==> src/core/card_reader_pkg.sv <==
// Package: offsets, field positions, reset values and timing for the card reader tail
package card_reader_pkg;

  // ****************************************************
  // Register offsets (byte addresses)
  // ****************************************************
  localparam logic [11:0] OFF_CTRL_FLUSH     = 12'h014;
  localparam logic [11:0] OFF_RX_THRESHOLD   = 12'h01C;
  localparam logic [11:0] OFF_CARD_DIV       = 12'h024;
  localparam logic [11:0] OFF_BAUD_DIV       = 12'h028;
  localparam logic [11:0] OFF_IRQ_ENABLE2    = 12'h040;
  localparam logic [11:0] OFF_IRQ_STATUS2    = 12'h044;
  localparam logic [11:0] OFF_TX_THRESHOLD   = 12'h048;
  localparam logic [11:0] OFF_TX_FILL        = 12'h04C;
  localparam logic [11:0] OFF_RX_FILL        = 12'h050;
  localparam logic [11:0] OFF_BAUD_FRACTION  = 12'h054;
  localparam logic [11:0] OFF_STATUS_EXTRA   = 12'h058;
  localparam logic [11:0] FIFO_WINDOW_LO     = 12'h200;
  localparam logic [11:0] FIFO_WINDOW_HI     = 12'h3FF;

  // ****************************************************
  // Field positions and widths
  // ****************************************************
  localparam int          TX_FLUSH_BIT       = 2;
  localparam int          RX_FLUSH_BIT       = 10;
  localparam int          TX_EMPTY_BIT       = 0;
  localparam int          TX_FULL_BIT        = 1;
  localparam int          RX_EMPTY_BIT       = 8;
  localparam int          RX_FULL_BIT        = 9;
  localparam int          TX_LEVEL_BIT       = 0;
  localparam int          RX_LEVEL_BIT       = 1;
  localparam int          CARD_PRESENT_BIT   = 2;
  localparam int          FRACTION_W         = 3;
  localparam int          FRACTION_FIELD_W   = 4;
  localparam int          REG_W              = 16;

  // ****************************************************
  // Reset values
  // ****************************************************
  localparam logic [15:0] RST_ZERO16         = 16'h0000;
  localparam logic [2:0]  RST_FRACTION       = 3'h0;

  // ****************************************************
  // Timing
  // ****************************************************
  localparam int          SYS_CLK_HZ         = 50000000;
  localparam int          MIN_BAUD_DIVISOR   = 4;

endpackage

==> src/core/byte_fifo.sv <==
// Byte FIFO with fill count, flush and a two-entry skid buffer on its output
`timescale 1ns/100ps
module byte_fifo #(
  parameter int DEPTH  = 256,
  parameter int DATA_W = 8,
  parameter int CNT_W  = 16
) (
  // Clock and reset
  input  wire logic              sys_clk_i,
  input  wire logic              reset_i,
  // Fill side
  input  wire logic              in_valid_i,
  output logic                   in_ready_o,
  input  wire logic [DATA_W-1:0] in_data_i,
  // Drain side
  output logic                   out_valid_o,
  input  wire logic              out_ready_i,
  output logic      [DATA_W-1:0] out_data_o,
  // Control and status
  input  wire logic              flush_i,
  output logic      [CNT_W-1:0]  count_o,
  output logic                   full_o,
  output logic                   empty_o
);
  localparam int AW = $clog2(DEPTH);
  localparam int SKID = 2;

  logic [DATA_W-1:0] mem_r [DEPTH];
  logic [AW-1:0]     wr_ptr_r, wr_ptr_nxt, rd_ptr_r, rd_ptr_nxt;
  logic [AW:0]       mem_cnt_r, mem_cnt_nxt;
  logic [DATA_W-1:0] skid_r [SKID];
  logic [DATA_W-1:0] skid_nxt [SKID];
  logic [1:0]        skid_cnt_r, skid_cnt_nxt;
  logic              push, pop_out, move, skid_room;
  logic [AW:0]       total;

  // ****************************************************
  // Flow control
  // ****************************************************
  assign total       = mem_cnt_r + {{(AW-1){1'b0}}, skid_cnt_r};
  assign full_o      = (total == (AW+1)'(DEPTH));
  assign empty_o     = (total == '0);
  assign in_ready_o  = !full_o && !flush_i;
  assign push        = in_valid_i && in_ready_o;
  assign out_valid_o = (skid_cnt_r != 2'd0);
  assign out_data_o  = skid_r[0];
  assign pop_out     = out_valid_o && out_ready_i && !flush_i;
  // Refill the skid from memory; skid holds two so a stalled reader loses nothing
  assign skid_room   = (skid_cnt_r < 2'(SKID)) || pop_out;
  assign move        = (mem_cnt_r != '0) && skid_room && !flush_i;
  assign count_o     = CNT_W'(total);

  always_comb begin
    wr_ptr_nxt   = wr_ptr_r;
    rd_ptr_nxt   = rd_ptr_r;
    mem_cnt_nxt  = mem_cnt_r;
    skid_nxt     = skid_r;
    skid_cnt_nxt = skid_cnt_r;
    if (flush_i) begin
      wr_ptr_nxt   = '0;
      rd_ptr_nxt   = '0;
      mem_cnt_nxt  = '0;
      skid_cnt_nxt = 2'd0;
    end else begin
      if (push) begin
        wr_ptr_nxt = AW'(wr_ptr_r + 1'b1);
      end
      if (move) begin
        rd_ptr_nxt = AW'(rd_ptr_r + 1'b1);
      end
      mem_cnt_nxt = (AW+1)'(mem_cnt_r + push - move);
      if (pop_out) begin
        skid_nxt[0] = skid_r[1];
      end
      skid_cnt_nxt = 2'(skid_cnt_r + move - pop_out);
      if (move) begin
        skid_nxt[2'(skid_cnt_r - pop_out) == 2'd0 ? 0 : 1] = mem_r[rd_ptr_r];
      end
    end
  end

  always_ff @(posedge sys_clk_i) begin
    if (push) begin
      mem_r[wr_ptr_r] <= in_data_i;
    end
    skid_r <= skid_nxt;
    if (reset_i) begin
      wr_ptr_r   <= '0;
      rd_ptr_r   <= '0;
      mem_cnt_r  <= '0;
      skid_cnt_r <= 2'd0;
    end else begin
      wr_ptr_r   <= wr_ptr_nxt;
      rd_ptr_r   <= rd_ptr_nxt;
      mem_cnt_r  <= mem_cnt_nxt;
      skid_cnt_r <= skid_cnt_nxt;
    end
  end
endmodule

==> src/core/card_reader_clock_fifo.sv <==
// Card reader tail: card clock, baud impulses, byte FIFO window and fill levels
`timescale 1ns/100ps
module card_reader_clock_fifo
  import card_reader_pkg::*;
#(
  parameter int FIFO_DEPTH = 256
) (
  // Clock and reset
  input  wire logic        sys_clk_i,
  input  wire logic        reset_i,
  // Register port
  input  wire logic        psel_i,
  input  wire logic        penable_i,
  input  wire logic        pwrite_i,
  input  wire logic [11:0] paddr_i,
  input  wire logic [15:0] pwdata_i,
  output logic      [15:0] prdata_o,
  output logic             pready_o,
  // Card side
  output logic             card_clock_out_o,
  input  wire logic        card_detect_in_i,
  input  wire logic        soc_config_word7_i,
  output logic             card_present_o,
  // Character engine side
  output logic             baud_tick_o,
  output logic             tx_byte_valid_o,
  input  wire logic        tx_byte_ready_i,
  output logic      [7:0]  tx_byte_o,
  input  wire logic        rx_byte_valid_i,
  output logic             rx_byte_ready_o,
  input  wire logic [7:0]  rx_byte_i,
  // Interrupt lines
  output logic             tx_level_low_irq_o,
  output logic             rx_level_high_irq_o
);
  import card_reader_pkg::*;

  // ****************************************************
  // Registers
  // ****************************************************
  logic [15:0] tx_level_threshold_r, tx_level_threshold_nxt;
  logic [15:0] rx_level_threshold_r, rx_level_threshold_nxt;
  logic [15:0] card_clock_divisor_r, card_clock_divisor_nxt;
  logic [15:0] baud_divisor_r, baud_divisor_nxt;
  logic [2:0]  baud_fraction_r, baud_fraction_nxt;
  logic [1:0]  irq_enable_r, irq_enable_nxt;
  logic [15:0] prdata_r, prdata_nxt;
  logic        tx_flush, rx_flush;
  logic        access, wr, rd, in_window;
  logic [15:0] tx_fill_count, rx_fill_count;
  logic        tx_full, tx_empty, rx_full, rx_empty;
  logic        tx_push_ready, rx_pop_valid;
  logic [7:0]  rx_pop_data;
  logic        tx_level_low, rx_level_high;

  function automatic logic [15:0] zext(input logic [7:0] v);
    return {8'h00, v};
  endfunction

  assign access    = psel_i && penable_i;
  assign wr        = access && pwrite_i;
  assign rd        = access && !pwrite_i;
  assign pready_o  = 1'b1;
  assign in_window = (paddr_i >= FIFO_WINDOW_LO) && (paddr_i <= FIFO_WINDOW_HI);
  assign tx_flush  = wr && (paddr_i == OFF_CTRL_FLUSH) && pwdata_i[TX_FLUSH_BIT];
  assign rx_flush  = wr && (paddr_i == OFF_CTRL_FLUSH) && pwdata_i[RX_FLUSH_BIT];

  always_comb begin
    tx_level_threshold_nxt = tx_level_threshold_r;
    rx_level_threshold_nxt = rx_level_threshold_r;
    card_clock_divisor_nxt = card_clock_divisor_r;
    baud_divisor_nxt       = baud_divisor_r;
    baud_fraction_nxt      = baud_fraction_r;
    irq_enable_nxt         = irq_enable_r;
    if (wr) begin
      unique case (paddr_i)
        OFF_TX_THRESHOLD:  tx_level_threshold_nxt = pwdata_i;
        OFF_RX_THRESHOLD:  rx_level_threshold_nxt = pwdata_i;
        OFF_CARD_DIV:      card_clock_divisor_nxt = pwdata_i;
        OFF_BAUD_DIV:      baud_divisor_nxt = pwdata_i;
        OFF_BAUD_FRACTION: baud_fraction_nxt = pwdata_i[FRACTION_W-1:0];
        OFF_IRQ_ENABLE2:   irq_enable_nxt = pwdata_i[1:0];
        default: ;
      endcase
    end
  end

  // ****************************************************
  // Read mux
  // ****************************************************
  always_comb begin
    prdata_nxt = prdata_r;
    if (rd) begin
      prdata_nxt = RST_ZERO16;
      if (in_window) begin
        // pop returns the head byte; empty reads zero
        prdata_nxt = rx_pop_valid ? zext(rx_pop_data) : RST_ZERO16;
      end else begin
        unique case (paddr_i)
          OFF_TX_THRESHOLD:  prdata_nxt = tx_level_threshold_r;
          OFF_RX_THRESHOLD:  prdata_nxt = rx_level_threshold_r;
          OFF_CARD_DIV:      prdata_nxt = card_clock_divisor_r;
          OFF_BAUD_DIV:      prdata_nxt = baud_divisor_r;
          OFF_TX_FILL:       prdata_nxt = tx_fill_count;
          OFF_RX_FILL:       prdata_nxt = rx_fill_count;
          OFF_BAUD_FRACTION: prdata_nxt = {12'h000, 1'b0, baud_fraction_r};
          OFF_IRQ_ENABLE2:   prdata_nxt = {14'h0000, irq_enable_r};
          OFF_IRQ_STATUS2:   prdata_nxt = {14'h0000, rx_level_high, tx_level_low};
          OFF_CTRL_FLUSH:    prdata_nxt = {6'h00, rx_full, rx_empty, 6'h00, tx_full, tx_empty};
          OFF_STATUS_EXTRA:  prdata_nxt = {13'h0000, card_present_o, 2'b00};
          default:           prdata_nxt = RST_ZERO16;
        endcase
      end
    end
  end

  always_ff @(posedge sys_clk_i) begin
    if (reset_i) begin
      tx_level_threshold_r <= RST_ZERO16;
      rx_level_threshold_r <= RST_ZERO16;
      card_clock_divisor_r <= RST_ZERO16;
      baud_divisor_r       <= RST_ZERO16;
      baud_fraction_r      <= RST_FRACTION;
      irq_enable_r         <= 2'b00;
      prdata_r             <= RST_ZERO16;
    end else begin
      tx_level_threshold_r <= tx_level_threshold_nxt;
      rx_level_threshold_r <= rx_level_threshold_nxt;
      card_clock_divisor_r <= card_clock_divisor_nxt;
      baud_divisor_r       <= baud_divisor_nxt;
      baud_fraction_r      <= baud_fraction_nxt;
      irq_enable_r         <= irq_enable_nxt;
      prdata_r             <= prdata_nxt;
    end
  end
  assign prdata_o = prdata_r;

  // ****************************************************
  // FIFOs
  // ****************************************************
  // full or empty accesses are dropped by the FIFO handshake
  byte_fifo #(.DEPTH(FIFO_DEPTH), .DATA_W(8), .CNT_W(REG_W)) tx_fifo (
    .sys_clk_i   (sys_clk_i),
    .reset_i     (reset_i),
    .in_valid_i  (wr && in_window),
    .in_ready_o  (tx_push_ready),
    .in_data_i   (pwdata_i[7:0]),
    .out_valid_o (tx_byte_valid_o),
    .out_ready_i (tx_byte_ready_i),
    .out_data_o  (tx_byte_o),
    .flush_i     (tx_flush),
    .count_o     (tx_fill_count),
    .full_o      (tx_full),
    .empty_o     (tx_empty)
  );

  byte_fifo #(.DEPTH(FIFO_DEPTH), .DATA_W(8), .CNT_W(REG_W)) rx_fifo (
    .sys_clk_i   (sys_clk_i),
    .reset_i     (reset_i),
    .in_valid_i  (rx_byte_valid_i),
    .in_ready_o  (rx_byte_ready_o),
    .in_data_i   (rx_byte_i),
    .out_valid_o (rx_pop_valid),
    .out_ready_i (rd && in_window),
    .out_data_o  (rx_pop_data),
    .flush_i     (rx_flush),
    .count_o     (rx_fill_count),
    .full_o      (rx_full),
    .empty_o     (rx_empty)
  );

  // ****************************************************
  // Levels, detect
  // ****************************************************
  // low-level compare, equality included
  assign tx_level_low        = (tx_fill_count <= tx_level_threshold_r);
  assign rx_level_high       = (rx_fill_count >= rx_level_threshold_r);
  assign tx_level_low_irq_o  = tx_level_low && irq_enable_r[TX_LEVEL_BIT];
  assign rx_level_high_irq_o = rx_level_high && irq_enable_r[RX_LEVEL_BIT];
  assign card_present_o      = soc_config_word7_i ? card_detect_in_i : !card_detect_in_i;

  // ****************************************************
  // Dividers
  // ****************************************************
  logic [15:0] card_cnt_r, card_cnt_nxt;
  logic        card_clk_r, card_clk_nxt;
  logic [16:0] baud_cnt_r, baud_cnt_nxt;
  logic [2:0]  frac_acc_r, frac_acc_nxt;
  logic        baud_tick_r, baud_tick_nxt;
  logic        stretch_r, stretch_nxt;
  logic [3:0]  frac_sum;

  // Period is 2*(div+1) clocks; fraction adds code/8 of a clock per period by accumulating
  // and stretching one clock on carry, so the jitter is one clock at most.
  assign frac_sum = {1'b0, frac_acc_r} + {1'b0, baud_fraction_r};

  always_comb begin
    // toggle every div+1 clocks; a new divisor acts at once, the flop never glitches
    card_cnt_nxt = 16'(card_cnt_r + 1'b1);
    card_clk_nxt = card_clk_r;
    if (card_cnt_r >= card_clock_divisor_r) begin
      card_cnt_nxt = RST_ZERO16;
      card_clk_nxt = !card_clk_r;
    end
    // impulse period 2*(div+1), plus one clock on fraction carry
    baud_cnt_nxt  = 17'(baud_cnt_r + 1'b1);
    baud_tick_nxt = 1'b0;
    frac_acc_nxt  = frac_acc_r;
    stretch_nxt   = stretch_r;
    if (stretch_r) begin
      stretch_nxt   = 1'b0;
      baud_cnt_nxt  = '0;
      baud_tick_nxt = 1'b1;
    end else if (baud_cnt_r >= 17'({baud_divisor_r, 1'b1})) begin
      baud_cnt_nxt = '0;
      frac_acc_nxt = frac_sum[2:0];
      if (frac_sum[3]) begin
        stretch_nxt = 1'b1;
      end else begin
        baud_tick_nxt = 1'b1;
      end
    end
  end

  always_ff @(posedge sys_clk_i) begin
    if (reset_i) begin
      card_cnt_r  <= RST_ZERO16;
      card_clk_r  <= 1'b0;
      baud_cnt_r  <= '0;
      frac_acc_r  <= RST_FRACTION;
      baud_tick_r <= 1'b0;
      stretch_r   <= 1'b0;
    end else begin
      card_cnt_r  <= card_cnt_nxt;
      card_clk_r  <= card_clk_nxt;
      baud_cnt_r  <= baud_cnt_nxt;
      frac_acc_r  <= frac_acc_nxt;
      baud_tick_r <= baud_tick_nxt;
      stretch_r   <= stretch_nxt;
    end
  end
  assign card_clock_out_o = card_clk_r;
  assign baud_tick_o      = baud_tick_r;
endmodule

==> config.mk <==
export PLATFORM = sky130hd
export DESIGN_NAME = card_reader_clock_fifo
export DESIGN_NICKNAME = d
export VERILOG_FILES = /design/src/core/card_reader_pkg.sv /design/src/core/byte_fifo.sv /design/src/core/card_reader_clock_fifo.sv
export SDC_FILE = /design/constraint.sdc
export NUM_CORES = 2
export LEC_CHECK = 0
export ABC_AREA = 0
export BUFFER_PORTS_ARGS = -buffer_cell sky130_fd_sc_hd__buf_2
export CAP_MARGIN = 0
export CORE_ASPECT_RATIO = 1.2
export CORE_MARGIN = 1.5
export CORE_UTILIZATION = 57
export DETAILED_ROUTE_END_ITERATION = 8
export PLACE_DENSITY = 0.76
export REMOVE_ABC_BUFFERS = 1
export SKIP_CTS_REPAIR_TIMING = 1
export SLEW_MARGIN = 10
export SYNTH_ARGS = -nofsm -noshare
export SYNTH_HDL_FRONTEND = slang
export SYNTH_HIERARCHICAL = 1
export SYNTH_SLANG_ARGS = --single-unit
==> constraint.sdc <==
create_clock -name sys_clk_i -period 4.7 [get_ports sys_clk_i]
set_clock_uncertainty 0.15 [all_clocks]
set_input_delay 0.235 -clock sys_clk_i [delete_from_list [all_inputs] [get_ports sys_clk_i]]
set_output_delay 0.235 -clock sys_clk_i [all_outputs]
set_load 0.05 [all_outputs]
Yosys cells after proc, flatten, opt, wreduce, memory -nomap -nowiden
Memories as Yosys holds them, arrays and structs flattened. A register that Yosys moved wholly into a read port is not among the register bits.
Cells that the tools add are included.

storage, ports and cells
  bits in registers = 210
  RAM bits = 4096
  bits of input ports = 45
  word-level logic and storage cells = 163
  memories = 2

operators by class
  add/subtract/negate cells = 19
  magnitude comparators = 12
  eq/ne operators = 13
  multiplexer cells = 30
  bitwise gates (word level) = 6
  reductions and logical operators = 56

memories
  memory         words  bits a word  read ports  clocked after Yosys merged registers in  wr ports  line             source
  rx_fifo.mem_r  256    8            1           1                                        1         byte_fifo.sv:28  logic [DATA_W-1:0] mem_r [DEPTH];
  tx_fifo.mem_r  256    8            1           1                                        1         byte_fifo.sv:28

operators by type and width
  operator                                                                        count
  16-bit case mux with 11 select lines                                            1
  8-bit 2-to-1 mux                                                                11
  12-bit by 7-bit equality test with 1-bit output (second input constant)         7
  32-bit by 2-bit >= comparator with 1-bit output (second input constant)         2
  32-bit by 1-bit less-than comparator with 1-bit output (second input constant)  2
  32-bit NOT                                                                      2
  16-bit 2-to-1 mux                                                               3
  8-bit by 1-bit adder with 8-bit output (second input constant)                  4
  16-bit bitwise mux                                                              2
  1-bit logical AND                                                               25
  12-bit by 5-bit equality test with 1-bit output (second input constant)         2
  12-bit by 6-bit equality test with 1-bit output (second input constant)         2
  9-bit by 1-bit adder with 9-bit output                                          2
  9-bit by 2-bit adder with 9-bit output                                          2
  9-bit equality test (second input constant)                                     2
  9-bit logical NOT                                                               2
  2-bit AND reduction                                                             9
  9-bit nonzero test                                                              2
  9-bit by 1-bit subtractor with 9-bit output                                     2
  17-bit by 1-bit adder with 17-bit output (second input constant)                1
  17-bit >= comparator                                                            1
  16-bit by 1-bit adder with 16-bit output (second input constant)                1
  8-bit demux with 1-bit select                                                   2
  16-bit >= comparator                                                            1
  16 further kinds                                                                46

Logic depth before layout (Yosys ltp)
  depth after elaboration = 16
  gate-level depth with buffers = 23
  gate-level depth less buffers = 22

By module
The synthesis kept the hierarchy.

by module, submodules not included
  module                  instances  cells an instance  area each (um2)
  byte_fifo at rx_fifo    1          4231               82749.4
  byte_fifo at tx_fifo    1          4158               82552.9
  card_reader_clock_fifo  1          913                7358.3

Least setup slack after synthesis
OpenSTA, ideal clock, no wires.

  kind = reg2reg
  start = register tx_fifo.mem_cnt_r[0]
  end = register tx_fifo.mem_cnt_r[8]
  library setup time = 0.123 ns
  arrival time = 4.303 ns
  slack = 0.123 ns
  cell stages (with the launch flop) = 21
  cells stage by stage = dfxtp_1 > ha_1 > fa_1 > nand3_1 > xnor2_1 > or4_1 > or4_1 > o211ai_4 > ha_1 > inv_1 > ha_1 > inv_1 > fa_1 > nand2b_1 > a21oi_1 > o21ai_0 > a21oi_1 > o21ai_0 > a21oi_1 > or3_1 > a21oi_1

on the way
  longest elaborated chain between the ends = 7

RTL lines
  item                                         line                          source
  start, declared                              byte_fifo.sv:30               logic [AW:0] mem_cnt_r, mem_cnt_nxt;
  start signal, assigned                       byte_fifo.sv:95               mem_cnt_r <= mem_cnt_nxt;
  9-bit by 2-bit adder with 9-bit output       byte_fifo.sv:40               assign total = mem_cnt_r + {{(AW-1){1'b0}}, skid_cnt_r};
  via tx_fill_count[6]                         card_reader_clock_fifo.sv:50  logic [15:0] tx_fill_count, rx_fill_count;
  9-bit equality test                          byte_fifo.sv:41               assign full_o = (total == (AW+1)'(DEPTH));
  1-bit logical NOT                            byte_fifo.sv:43               assign in_ready_o = !full_o && !flush_i;
  1-bit logical AND                            byte_fifo.sv:43
  1-bit logical AND                            byte_fifo.sv:44               assign push = in_valid_i && in_ready_o;
  9-bit by 1-bit adder with 9-bit output       byte_fifo.sv:71               mem_cnt_nxt = (AW+1)'(mem_cnt_r + push - move);
  9-bit by 1-bit subtractor with 9-bit output  byte_fifo.sv:71

The timed path passes the listed nets, and every way through them passes these cells.
A chain may end at the register's enable or synchronous reset.

==> results.sh <==
export IMPL_status="completed"
export IMPL_grt_first_pass_wirelength_um=695000
export IMPL_arrival_ns=5.26
export IMPL_whs_ns=0.0161
export IMPL_portBuffers=75
export IMPL_fillers=19535
export IMPL_final_hold_violation_count=0
export IMPL_cts_tree="yes"
export IMPL_worstSetupPathType="flip-flop to flip-flop"
export IMPL_drtIter0Drc=14420
export IMPL_synth_cell_area_um2=173000
export IMPL_crit_fanout=32
export IMPL_fmaxAchievable_mhz=216
export IMPL_grt_max_degree=146
export IMPL_wirelength_um=489000
export IMPL_irDropWorstVdd_uv=390
export IMPL_numCtsBuffers=413
export IMPL_die_height_um=606
export IMPL_hold_depth=6
export IMPL_cp_required_ns=5.33
export IMPL_p_per_area_nw_per_um2=508
export IMPL_multi_input_area_um2=41100
export IMPL_die_area_um2=306000
export IMPL_startpoint_type="flip-flop"
export IMPL_antenna_found_initial=28
export IMPL_total_power_mw=98.8
export IMPL_power_frac_comb_pct=23.0
export IMPL_clockBufferDepth=4
export IMPL_internal_power_mw=71.0
export IMPL_clkSlewWorstSetupHoldPaths_ns=0.06
export IMPL_cap_violations=0
export IMPL_ff_latch_area_um2=128000
export IMPL_start_util_pct=57.2
export IMPL_die_w_um=505
export IMPL_drt_first_pass_iters=6
export IMPL_clock_sinks=4322
export IMPL_p_sw_share_pct=28.2
export IMPL_vias=97283
export IMPL_cts_root_buf="clkbuf_16"
export IMPL_dp_hpwl_um=312000
export IMPL_grt_overflow_total=0
export IMPL_ios=77
export IMPL_syn_inst=9301
export IMPL_min_period_ns=4.63
export IMPL_post_route_drc_count=0
export IMPL_insertion_delay_ns=0.92
export IMPL_htreeDepth=5
export IMPL_grt_pass1_vias=96170
export IMPL_viasPerCell=6.81
export IMPL_finalMaxSlewViolations=0
export IMPL_rows=221
export IMPL_end_kind="flip-flop"
export IMPL_worstHoldStart="paddr_i[9]"
export IMPL_worstMarginPinSlew_ns=1.40
export IMPL_p_sw_mw=27.9
export IMPL_finalCritPeriodShare_pct=98.5
export IMPL_relSlewSlack_pct=6.58
export IMPL_clkPwrFrac_pct=33.3
export IMPL_syn_area_per_cell_um2=18.6
export IMPL_finalNetCount=10095
export IMPL_antenna_left=0
export IMPL_hold_path_class="primary input to flip-flop"
export IMPL_coreArea_um2=302000
export IMPL_power_share_sequential_pct=43.8
export IMPL_setup_viol=0
export IMPL_areaGrowthSynthToFinish_pct=12.6
export IMPL_ff2ff_path_depth=9
export IMPL_p_leak_nw=61.7
export IMPL_layout_drive_gt1_share_pct=21.8
export IMPL_wl_per_cell_um=34.2
export IMPL_ys_warn_count=6
export IMPL_gp_congestion=1.00
export IMPL_grt_util_all_layers_pct=31.7
==> through the flow <==
step	area, um^2	std cells	utilization, %	setup TNS, ns	setup WS [ns]
after floorplan	169000	8763	-	-658.87	-22.44
after global placement	181000	13470	59.8	-0.134	-0.134
after detailed placement	181000	13470	59.8	0	0.0129
after CTS	194000	14218	64.2	-0.194	-0.103
after global routing	194000	14273	64.4	-0.0807	-0.0394
final	194000	14291	64.4	0	0.0724
==> worst max-delay path, stage by stage, from the launching register on <==
cell and delay [ns]:
dfxtp_4 0.91, buf_12 0.34, buf_12 0.21, or2_2 0.40
o22ai_1 0.21, nor3_1 0.41, nor2_1 0.14, o22ai_1 1.07
a21o_1 0.42, a21o_1 0.17
==> cell type report <==
cell class / instances / area share, %
clock inverters: 252 / 1.23
multi-input cells: 4301 / 21.1
clock buffers: 496 / 5.57
diodes: 20 / 0.0257
well taps: 4014 / 2.58
repair buffers: 746 / 3.41
flip-flops and latches: 4322 / 65.8
inverters: 140 / 0.272
==> metal layers <==
| layer | routed length (um) | vias up | share of wire, % | global-route usage (%) |
|---|---|---|---|---|
| met2 | 233000 | 7026 | 48 | 50.8 |
| li1 | - | 38782 | - | - |
| met4 | 40500 | 22 | 8.3 | 21.1 |
| met3 | 54200 | 1780 | 11 | 6.78 |
| met5 | 135 | - | 0.028 | 0 |
| met1 | 162000 | 49673 | 33 | 39.3 |
==> state kept, by name (all words and copies together) (netlist names), 8 cells and up, named ones only <==
signal	cells
baud_cnt_r	17
card_cnt_r	16
card_clock_divisor_r	16
rx_fifo/mem_cnt_r	9
rx_level_threshold_r	16
tx_fifo/wr_ptr_r	8
tx_fifo/rd_ptr_r	8
tx_fifo/mem_r	2048
rx_fifo/mem_r	2048
tx_fifo/out_data_o	8
tx_fifo/mem_cnt_r	9
baud_divisor_r	16
rx_fifo/out_data_o	8
tx_level_threshold_r	16
rx_fifo/wr_ptr_r	8
prdata_o	16
rx_fifo/rd_ptr_r	8
==> cell usage in the layout, fill, tap and decap left out, types with 58 or more instances in the layout <==
cell type and n:
buf_12 77, clkinv_2 95, clkbuf_16 421, nand2_1 446, nor3_1 78, o21ai_0 103, ha_1 120, mux4_2 824
a22oi_1 103, o221ai_1 84, inv_1 131, a21oi_1 219, buf_4 545, nand3_1 120, o22ai_1 163, edfxtp_1 4128
mux2i_1 487, clkbuf_1 73, clkinv_1 74, buf_2 58, dfxtp_1 181, nor2_1 768
==> final timing paths <==
path | endpoint | slack, ns
setup / recovery | rx_fifo/out_data_o[2]$_DFFE_PN_ | 0.07
hold / removal | prdata_o[6]$_SDFFE_PP0P_ | 0.02
setup reg to reg | rx_fifo/out_data_o[2]$_DFFE_PN_ | 0.07
hold reg to reg | tx_level_threshold_r[2]$_SDFFE_PP0P_ | 0.31
==> power by group through the flow <==
stage / clock network, mW / registers (mW) / logic [mW]
after floorplan: 0 / 44.8 / 9.91
after global placement: 0 / 44.0 / 21.7
after detailed placement: 0 / 44.0 / 22.0
after CTS: 33.1 / 43.2 / 22.2
after global routing: 34.5 / 43.2 / 23.4
final: 32.9 / 43.2 / 22.7
(Power assumes the default switching activity.)
